--- src/shared/mcf_pkg.sv ---
// Constants and types for the motion command frame interpreter.
// Assumes one 100 MHz system clock shared by every user of this package.
package mcf_pkg;

   // Timing
   localparam int          CLK_FREQ_MHZ       = 100;
   localparam int          GAP_TIMEOUT_US     = 1000;
   localparam int          GAP_TIMEOUT_CYCLES = GAP_TIMEOUT_US * CLK_FREQ_MHZ;

   // Frame layout
   localparam logic [3:0]  FRAME_LEN_SERIAL   = 4'h9;
   localparam logic [3:0]  FRAME_LEN_CAN      = 4'h7;
   localparam logic [3:0]  CORE_LEN           = 4'h7;
   localparam logic [3:0]  POS_ADDR           = 4'h0;
   localparam int          VALUE_BYTES        = 4;

   // Reply status codes
   localparam logic [7:0]  STAT_OK            = 8'h64;
   localparam logic [7:0]  STAT_STORED        = 8'h65;
   localparam logic [7:0]  STAT_BAD_SUM       = 8'h01;
   localparam logic [7:0]  STAT_BAD_CMD       = 8'h02;
   localparam logic [7:0]  STAT_BAD_TYPE      = 8'h03;
   localparam logic [7:0]  STAT_BAD_VALUE     = 8'h04;
   localparam logic [7:0]  STAT_LOCKED        = 8'h05;
   localparam logic [7:0]  STAT_UNAVAIL       = 8'h06;

   // Default depth of the stored program
   localparam int          PROG_DEPTH         = 16;

   typedef struct packed {
      logic [7:0]  cmd;
      logic [7:0]  kind;
      logic [7:0]  bank;
      logic [31:0] value;
   } mcf_cmd_t;

   typedef struct packed {
      logic [7:0]  status;
      logic [7:0]  cmd;
      logic [31:0] value;
   } mcf_reply_t;

   typedef enum logic [1:0] {
      S_IDLE,
      S_EXEC,
      S_REPLY
   } mcf_state_t;

   // Modulo-256 addition used by both checksum paths
   function automatic logic [7:0] mcf_add8(input logic [7:0] a, input logic [7:0] b);
      return 8'(a + b);
   endfunction

endpackage

--- src/rtl/mcf_reply_tx.sv ---
// Reply serializer: turns one reply record into a byte stream.
// Assumes a byte transmitter on the same clock with a valid/ready handshake.
module mcf_reply_tx (
   input  wire  logic              clk_sys_in,
   input  wire  logic              reset_in,
   input  wire  logic              start_in,
   input  wire  logic              can_in,
   input  wire  logic [7:0]        reply_addr_in,
   input  wire  logic [7:0]        module_addr_in,
   input  wire  mcf_pkg::mcf_reply_t reply_in,
   output logic                    tx_valid_out,
   output logic [7:0]              tx_byte_out,
   input  wire  logic              tx_ready_in,
   output logic                    busy_out,
   output logic                    done_out
);
   import mcf_pkg::*;

   logic [71:0] shreg;
   logic [3:0]  left;
   logic [63:0] body;
   logic [7:0]  sum;
   logic        take;

   ////////////////////////////////////////////////////////////////////////
   // Frame image and checksum
   always_comb begin
      body = {reply_addr_in, module_addr_in, reply_in.status, reply_in.cmd,
              reply_in.value};
      sum  = 8'h00;
      for (int i = 0; i < 8; i++) begin
         sum = mcf_add8(sum, body[i*8 +: 8]);
      end
   end

   assign take         = busy_out && tx_ready_in;
   assign tx_valid_out = busy_out;
   assign tx_byte_out  = shreg[71:64];

   ////////////////////////////////////////////////////////////////////////
   // Shift out
   always_ff @(posedge clk_sys_in) begin
      if (reset_in) begin
         shreg    <= '0;
         left     <= '0;
         busy_out <= 1'b0;
      end else if (start_in && !busy_out) begin
         busy_out <= 1'b1;
         if (can_in) begin
            shreg <= {body[55:0], 16'h0000};
            left  <= FRAME_LEN_CAN;
         end else begin
            shreg <= {body, sum};
            left  <= FRAME_LEN_SERIAL;
         end
      end else if (take) begin
         shreg <= {shreg[63:0], 8'h00};
         left  <= 4'(left - 4'h1);
         if (left == 4'h1) begin
            busy_out <= 1'b0;
         end
      end
   end

   always_ff @(posedge clk_sys_in) begin
      if (reset_in) begin
         done_out <= 1'b0;
      end else begin
         done_out <= take && (left == 4'h1);
      end
   end

endmodule

--- src/rtl/mcf_frame_interp.sv ---
// Command frame interpreter: receives framed binary commands, checks them,
// hands them to the executor, stores or replays a program, and answers.
// Assumes rx bytes and tx handshake come from a UART or CAN core on clk_sys_in.
//
// How it works
// - Transmit only while answering a received command; otherwise stay listening.
// - Reply to an executed command goes out only after it has finished executing.
// - Command core is command, type, motor or bank, four value bytes.
// - Serial frames are nine bytes: address, seven core bytes, checksum.
// - Order: address, command, type, bank, value MSB first, checksum.
// - Checksum is the 8-bit sum of all prior bytes, address included.
// - On CAN the frame has no address and no checksum byte.
// - Every accepted command gets exactly one reply.
// - Reply: reply address, module address, status, command, value, checksum.
// - Reply checksum is the 8-bit sum of the other reply bytes.
// - CAN reply drops reply address and checksum bytes.
// - Status codes 100, 101, 1 to 6 as defined in the package.
// - Commands may be stored as a program and later run without host.
module mcf_frame_interp #(
   parameter int GAP_CYCLES = mcf_pkg::GAP_TIMEOUT_CYCLES,
   parameter int DEPTH      = mcf_pkg::PROG_DEPTH
) (
   input  wire  logic              clk_sys_in,
   input  wire  logic              reset_in,
   input  wire  logic              link_can_in,
   input  wire  logic [7:0]        module_addr_in,
   input  wire  logic [7:0]        reply_addr_in,
   input  wire  logic              rx_valid_in,
   input  wire  logic [7:0]        rx_byte_in,
   output logic                    tx_valid_out,
   output logic [7:0]              tx_byte_out,
   input  wire  logic              tx_ready_in,
   output logic                    tx_drive_out,
   input  wire  logic              prog_load_in,
   input  wire  logic              prog_run_in,
   output logic                    exec_valid_out,
   output mcf_pkg::mcf_cmd_t       exec_cmd_out,
   output logic                    exec_from_prog_out,
   input  wire  logic              exec_done_in,
   input  wire  logic [7:0]        exec_status_in,
   input  wire  logic [31:0]       exec_value_in,
   output logic                    run_active_out,
   output logic [7:0]              prog_len_out,
   output logic                    frame_drop_out
);
   import mcf_pkg::*;

   localparam logic [7:0] DEPTH_B = 8'(DEPTH);

   mcf_state_t  state;
   logic [3:0]  rx_idx;
   logic [7:0]  rx_sum;
   logic        addr_match;
   logic [7:0]  core [0:6];
   logic [31:0] gap_cnt;
   logic [3:0]  frame_len;
   logic        rx_take;
   logic        rx_last;
   logic        gap_hit;
   logic        pend;
   logic        pend_bad;
   mcf_cmd_t    pend_cmd;
   mcf_cmd_t    next_cmd;
   mcf_cmd_t    prog_mem [0:DEPTH-1];
   logic [7:0]  pc;
   logic        load_prev;
   logic        run_prev;
   logic        take_frame;
   logic        store_ok;
   mcf_reply_t  reply;
   logic        tx_start;
   logic        tx_busy;
   logic        tx_done;

   ////////////////////////////////////////////////////////////////////////
   // Receive framing
   assign frame_len = link_can_in ? FRAME_LEN_CAN : FRAME_LEN_SERIAL;
   assign rx_take   = rx_valid_in && !pend;
   assign rx_last   = rx_take && (rx_idx == 4'(frame_len - 4'h1));
   assign gap_hit   = (rx_idx != 4'h0) && !rx_valid_in
                      && (gap_cnt == 32'(GAP_CYCLES - 1));

   always_comb begin
      if (link_can_in) begin
         next_cmd = {core[0], core[1], core[2], core[3], core[4], core[5],
                     rx_byte_in};
      end else begin
         next_cmd = {core[0], core[1], core[2], core[3], core[4], core[5],
                     core[6]};
      end
   end

   always_ff @(posedge clk_sys_in) begin
      if (reset_in) begin
         rx_idx     <= '0;
         rx_sum     <= '0;
         addr_match <= 1'b0;
      end else if (rx_take) begin
         rx_idx <= rx_last ? 4'h0 : 4'(rx_idx + 4'h1);
         rx_sum <= (rx_idx == 4'h0) ? rx_byte_in : mcf_add8(rx_sum, rx_byte_in);
         if (!link_can_in && rx_idx == POS_ADDR) begin
            addr_match <= (rx_byte_in == module_addr_in);
         end
      end else if (gap_hit) begin
         rx_idx <= '0;
      end
   end

   always_ff @(posedge clk_sys_in) begin
      if (reset_in) begin
         for (int i = 0; i < 7; i++) begin
            core[i] <= '0;
         end
      end else if (rx_take) begin
         if (link_can_in) begin
            if (rx_idx < CORE_LEN) begin
               core[3'(rx_idx)] <= rx_byte_in;
            end
         end else if (rx_idx != POS_ADDR && rx_idx <= CORE_LEN) begin
            core[3'(rx_idx - 4'h1)] <= rx_byte_in;
         end
      end
   end

   always_ff @(posedge clk_sys_in) begin
      if (reset_in || rx_take || rx_idx == 4'h0) begin
         gap_cnt <= '0;
      end else if (!gap_hit) begin
         gap_cnt <= 32'(gap_cnt + 32'd1);
      end
   end

   always_ff @(posedge clk_sys_in) begin
      if (reset_in) begin
         frame_drop_out <= 1'b0;
      end else begin
         frame_drop_out <= gap_hit || (rx_last && !link_can_in && !addr_match);
      end
   end

   ////////////////////////////////////////////////////////////////////////
   // Pending frame handed to the dispatcher
   always_ff @(posedge clk_sys_in) begin
      if (reset_in) begin
         pend     <= 1'b0;
         pend_bad <= 1'b0;
         pend_cmd <= '0;
      end else if (rx_last && (link_can_in || addr_match)) begin
         pend     <= 1'b1;
         pend_bad <= !link_can_in && (rx_byte_in != rx_sum);
         pend_cmd <= next_cmd;
      end else if (take_frame) begin
         pend <= 1'b0;
      end
   end

   ////////////////////////////////////////////////////////////////////////
   // Program memory
   assign take_frame = (state == S_IDLE) && pend;
   assign store_ok   = prog_len_out < DEPTH_B;

   always_ff @(posedge clk_sys_in) begin
      if (reset_in) begin
         load_prev <= 1'b0;
         run_prev  <= 1'b0;
      end else begin
         load_prev <= prog_load_in;
         run_prev  <= prog_run_in;
      end
   end

   always_ff @(posedge clk_sys_in) begin
      if (reset_in) begin
         prog_len_out <= '0;
         for (int i = 0; i < DEPTH; i++) begin
            prog_mem[i] <= '0;
         end
      end else if (prog_load_in && !load_prev) begin
         prog_len_out <= '0;
      end else if (take_frame && !pend_bad && prog_load_in && store_ok) begin
         prog_mem[prog_len_out[$clog2(DEPTH)-1:0]] <= pend_cmd;
         prog_len_out <= 8'(prog_len_out + 8'h01);
      end
   end

   ////////////////////////////////////////////////////////////////////////
   // Dispatch, execution and reply sequencing
   always_ff @(posedge clk_sys_in) begin
      if (reset_in) begin
         state              <= S_IDLE;
         exec_valid_out     <= 1'b0;
         exec_cmd_out       <= '0;
         exec_from_prog_out <= 1'b0;
         reply              <= '0;
         tx_start           <= 1'b0;
         run_active_out     <= 1'b0;
         pc                 <= '0;
      end else begin
         exec_valid_out <= 1'b0;
         tx_start       <= 1'b0;
         if (prog_run_in && !run_prev && prog_len_out != 8'h00 && !prog_load_in) begin
            run_active_out <= 1'b1;
            pc             <= '0;
         end else if (!prog_run_in) begin
            run_active_out <= 1'b0;
         end
         case (state)
            S_IDLE: begin
               if (pend) begin
                  if (pend_bad) begin
                     reply    <= {STAT_BAD_SUM, pend_cmd.cmd, 32'h0000_0000};
                     tx_start <= 1'b1;
                     state    <= S_REPLY;
                  end else if (prog_load_in) begin
                     reply    <= {store_ok ? STAT_STORED : STAT_UNAVAIL,
                                  pend_cmd.cmd, pend_cmd.value};
                     tx_start <= 1'b1;
                     state    <= S_REPLY;
                  end else begin
                     exec_valid_out     <= 1'b1;
                     exec_cmd_out       <= pend_cmd;
                     exec_from_prog_out <= 1'b0;
                     state              <= S_EXEC;
                  end
               end else if (run_active_out && prog_run_in) begin
                  exec_valid_out     <= 1'b1;
                  exec_cmd_out       <= prog_mem[pc[$clog2(DEPTH)-1:0]];
                  exec_from_prog_out <= 1'b1;
                  state              <= S_EXEC;
               end
            end
            S_EXEC: begin
               if (exec_done_in) begin
                  if (exec_from_prog_out) begin
                     pc    <= 8'(pc + 8'h01);
                     state <= S_IDLE;
                     if (8'(pc + 8'h01) >= prog_len_out) begin
                        run_active_out <= 1'b0;
                     end
                  end else begin
                     reply    <= {exec_status_in, exec_cmd_out.cmd,
                                  exec_value_in};
                     tx_start <= 1'b1;
                     state    <= S_REPLY;
                  end
               end
            end
            S_REPLY: begin
               if (tx_done) begin
                  state <= S_IDLE;
               end
            end
            default: begin
               state <= S_IDLE;
            end
         endcase
      end
   end

   ////////////////////////////////////////////////////////////////////////
   // Reply transmitter
   assign tx_drive_out = tx_busy;

   mcf_reply_tx u_reply_tx (
      .clk_sys_in     (clk_sys_in),
      .reset_in       (reset_in),
      .start_in       (tx_start),
      .can_in         (link_can_in),
      .reply_addr_in  (reply_addr_in),
      .module_addr_in (module_addr_in),
      .reply_in       (reply),
      .tx_valid_out   (tx_valid_out),
      .tx_byte_out    (tx_byte_out),
      .tx_ready_in    (tx_ready_in),
      .busy_out       (tx_busy),
      .done_out       (tx_done)
   );

endmodule

--- config.mk ---
export PLATFORM = sky130hd
export DESIGN_NAME = mcf_frame_interp
export DESIGN_NICKNAME = d
export VERILOG_FILES = /design/src/shared/mcf_pkg.sv /design/src/rtl/mcf_reply_tx.sv /design/src/rtl/mcf_frame_interp.sv
export SDC_FILE = /design/constraint.sdc
export NUM_CORES = 2
export LEC_CHECK = 0
export ABC_AREA = 1
export BUFFER_PORTS_ARGS = -buffer_cell sky130_fd_sc_hd__buf_2
export CAP_MARGIN = 20
export CORE_MARGIN = 3
export CORE_UTILIZATION = 60
export DETAILED_ROUTE_END_ITERATION = 12
export HOLD_SLACK_MARGIN = 0.12
export PLACE_DENSITY = 0.77
export SYNTH_ARGS = -nofsm -noshare
export SYNTH_HDL_FRONTEND = slang
export SYNTH_HIERARCHICAL = 1
export SYNTH_SLANG_ARGS = --single-unit
--- constraint.sdc ---
create_clock -name clk_sys_in -period 5.04 [get_ports clk_sys_in]
set_clock_uncertainty 0.2 [all_clocks]
set_input_delay 0 -clock clk_sys_in [delete_from_list [all_inputs] [get_ports clk_sys_in]]
set_output_delay 0 -clock clk_sys_in [all_outputs]
set_load 0.005 [all_outputs]
==> qor.txt <==
WP data arrival = 4.69 ns
Simple-gate area share of the yosys netlist = 16.3%
Vert. Die Dim = 314 microns
Max-slew violations = 0
Slew headroom = 22.2%
Initial Util = 60.7%
Fin crit share = 84.9%
CTS max path bufs = 3
Post-synth ARST share = 0%
Layout cells sized above 1 = 8.19%
Die ar. = 0.0986 sq mm
Power Density = 343 mW/mm^2
CTS tree = built
Most common flop cell mapped by yosys = edfxtp_1
Placement-stage cell area = 0.0582 sq mm
Setup repair after global routing missed its margin = no
Layout area overhead = 12.7%
Worst-Skew Late Latency = 0.72 ns
Die width = 314 microns
Buf/Inv on CP = 8
Setup repair bufs after CTS = 0
Initial antenna violation count = 6
Setup-failing EPs final = 0
CP max stage cell = dlygate4sd3_1
Max incr delay on CP = 0.60 ns
CTS clk-pin slew, worst paths = 0.08 ns
Most frequent CP cell = buf_4
CP delay by family, top = buffers and inverters
Filler cells = 6821
Drt wl/cell = 25.2 microns
Vias = 47571
Lkg Pwr = 0.0234 uW
GRT Overall Usage = 37.1%
Synthesized Nets = 6089
Fmax = 0.234 GHz
Depth of the CTS H-tree = 3
Clock Sink Count = 1262
Final Critical Period = 4.28 ns
Vias per cell = 6.44
XOR/XNOR Fraction of Synth Area = 0.477%
Hold crit path type = input port to flip-flop
Setup crit end kind = flip-flop
Status = finished, final reports clean
Synth warn = 6
Number of flops mapped to enable cells by yosys = 944
Area share of fa/ha/maj cells after synthesis = 2.13%
WP data required = 5.45 ns
Largest family of logic cells by synthesized area = simple AND/OR/NAND/NOR gates
Seq cells post-synth = 1262
FP Rows = 112
First-pass GRT wire length = 275000 microns
Multiplexer share of the synthesized area = 0%
Register area = 0.0347 sq mm
Mapped Avg Cell Area = 9.58 sq um
Pin count of the biggest net entering global routing = 241
Nets = 6165
Sequential share of the synthesized area = 61.0%
Iteration-0 DRC Markers = 8460
Compound-cell area share of the yosys netlist = 14.1%
Hold violation count in the final report = 0
DRC = 0
I/O pin count = 150
CP Cell Sequence = nand2_2 > buf_4 > inv_1 > nor2_2 > buf_4 > inv_2 > buf_4 > o211ai_1 > dlygate4sd3_1 > o211ai_1 > dlygate4sd3_1 > inv_1
Max VDD drop = 0.000297 V
Vias in the first global route = 45174
CP Class = flip-flop to flip-flop
Post-Synthesis Cell Area = 0.0569 sq mm
Startpoint class of the critical path = flip-flop
Slew @ Worst Pin = 1.17 ns
CTS buffer count = 120
Setup TNS = 0 ns
Buffers on Ports = 149
Max Cap Viol = 0
Post-route ant nets = 0
First-pass iteration count of the detailed router = 12
DPL Wire Length = 98700 microns
CTS root buffer = clkbuf_16
Worst-path fanout max = 53
Drt total wl = 186000 microns
Routability cong. = 0.931
Synth Instances = 5944
GR Overflow Total = 0
Flop-to-flop setup slack = 0.76 ns
Core Footprint = 0.0937 sq mm
Yosys cell types = 53
Multi-input combinational cell area = 0.0191 sq mm
Design Area, Final = 0.0642 sq mm
[cell families after synthesis]
group                      count (synthesis)
and+or+nand+nor                         2349
AOI/OAI and AO/OA                       1403
DFF                                     1262
buffers and inverters                    826
adders and majority gates                 73
xor gates and xnor gates                  31
[path summary, 6_finish.rpt]
| path | end | startpoint | cells after the start |
|---|---|---|---|
| worst min register to register | core[6][2] | core[6][2] | 2 |
| worst max register to register | u_reply_tx/shreg[70] | u_reply_tx/busy_out | 12 |
| worst min-delay path | core[5][6] | rx_byte_in[6] | 3 |
| worst max-delay path | u_reply_tx/shreg[70] | u_reply_tx/busy_out | 12 |
[state kept, by name, summed over array words and instances (netlist names), 2 cells and up]
| signal | count |
|---|---|
| core | 56 |
| exec_cmd_out | 56 |
| gap_cnt | 32 |
| pc | 8 |
| pend_cmd | 56 |
| prog_len_out | 8 |
| prog_mem | 896 |
| reply | 48 |
| rx_idx | 4 |
| rx_sum | 8 |
| state | 2 |
| u_reply_tx/left | 4 |
| u_reply_tx/shreg | 72 |
[layer usage]
metal  GRT usage [%]  wire length, microns  vias to the layer above
met5               0                    33                        -
met4            22.3                 13500                        6
met3            8.77                 25100                      849
met2            56.0                 82100                     3789
met1            49.1                 65300                    22455
li1                -                     -                    20472
[power breakdown]
group	switching, uW	internal [uW]
clock network	3910	5360
registers	135	11400
logic	818	336
total	4870	17100
[synthesized netlist by cell type, types with 5 or more instances]
| master | count | area share, % |
|---|---|---|
| nor2_1 | 1726 | 11 |
| buf_1 | 15 | 0.099 |
| inv_2 | 8 | 0.053 |
| clkbuf_1 | 307 | 2.0 |
| a21oi_1 | 308 | 2.7 |
| o221ai_1 | 51 | 0.78 |
| ha_1 | 33 | 0.73 |
| clkinv_1 | 58 | 0.38 |
| xnor2_1 | 13 | 0.20 |
| buf_4 | 10 | 0.13 |
| nand4_1 | 21 | 0.23 |
| a31oi_1 | 19 | 0.21 |
| buf_2 | 126 | 1.1 |
| nand2_1 | 357 | 2.4 |
| xor2_1 | 18 | 0.28 |
| o21ai_0 | 708 | 6.2 |
| edfxtp_1 | 944 | 50 |
| nor3_1 | 28 | 0.25 |
| a211oi_1 | 7 | 0.092 |
| buf_6 | 15 | 0.30 |
| a22oi_1 | 43 | 0.57 |
| fa_1 | 40 | 1.4 |
| inv_1 | 286 | 1.9 |
| nor2_2 | 5 | 0.055 |
| nand3_1 | 181 | 1.6 |
| o21ai_1 | 7 | 0.062 |
| dfxtp_1 | 318 | 11 |
| o211ai_1 | 241 | 3.2 |
| or2_2 | 10 | 0.11 |
[through the flow]
stage / setup WS, ns / total power [uW] / hold WS (ns) / utilization [%] / std cells
after floorplan: 1.15 / 12300 / -0.121 / - / 5944
after global placement: 0.893 / 12700 / 0.0880 / 62.0 / 6957
after detailed placement: 0.915 / 12800 / 0.0872 / 62.1 / 6959
after CTS: 0.893 / 21900 / 0.121 / 68.4 / 7379
after global routing: 0.625 / 22500 / 0.182 / 68.5 / 7381
final: 0.761 / 22000 / 0.175 / 68.5 / 7382
[tightest hold or removal path, stage by stage]
cell and delay, ns:
dlygate4sd3_1 0.54, buf_2 0.19, a21boi_1 0.17
[layout by cell type (no fill, tap or decap), types with 44 or more instances in the layout]
cell / Yosys / layout
clkbuf_1: 307 / 44
nand2_1: 357 / 324
dlygate4sd3_1: 0 / 192
inv_1: 286 / 281
nand3_1: 181 / 181
edfxtp_1: 944 / 944
o211ai_1: 241 / 241
nor2_1: 1726 / 1724
clkbuf_16: 0 / 124
dfxtp_1: 318 / 313
clkinv_1: 58 / 62
o221ai_1: 51 / 51
buf_2: 126 / 149
o21ai_0: 708 / 708
buf_4: 10 / 79
a21oi_1: 308 / 308
[cell type report]
cell class	count	area share (%)
inverter	352	2.08
timing repair buffer	428	5.35
clock buffer	194	5.65
clock inverter	34	0.649
antenna	2	0.00780
tap	1254	2.44
sequential	1262	54.1
multi-input combinational	3856	29.7
[timing repair]
item / 4_1_cts / 5_1_grt
hold buffers: 192 / 0
resized for setup: 0 / 0
hold endpoints to repair: 310 / 0
Power figures use the tool's default switching activity.
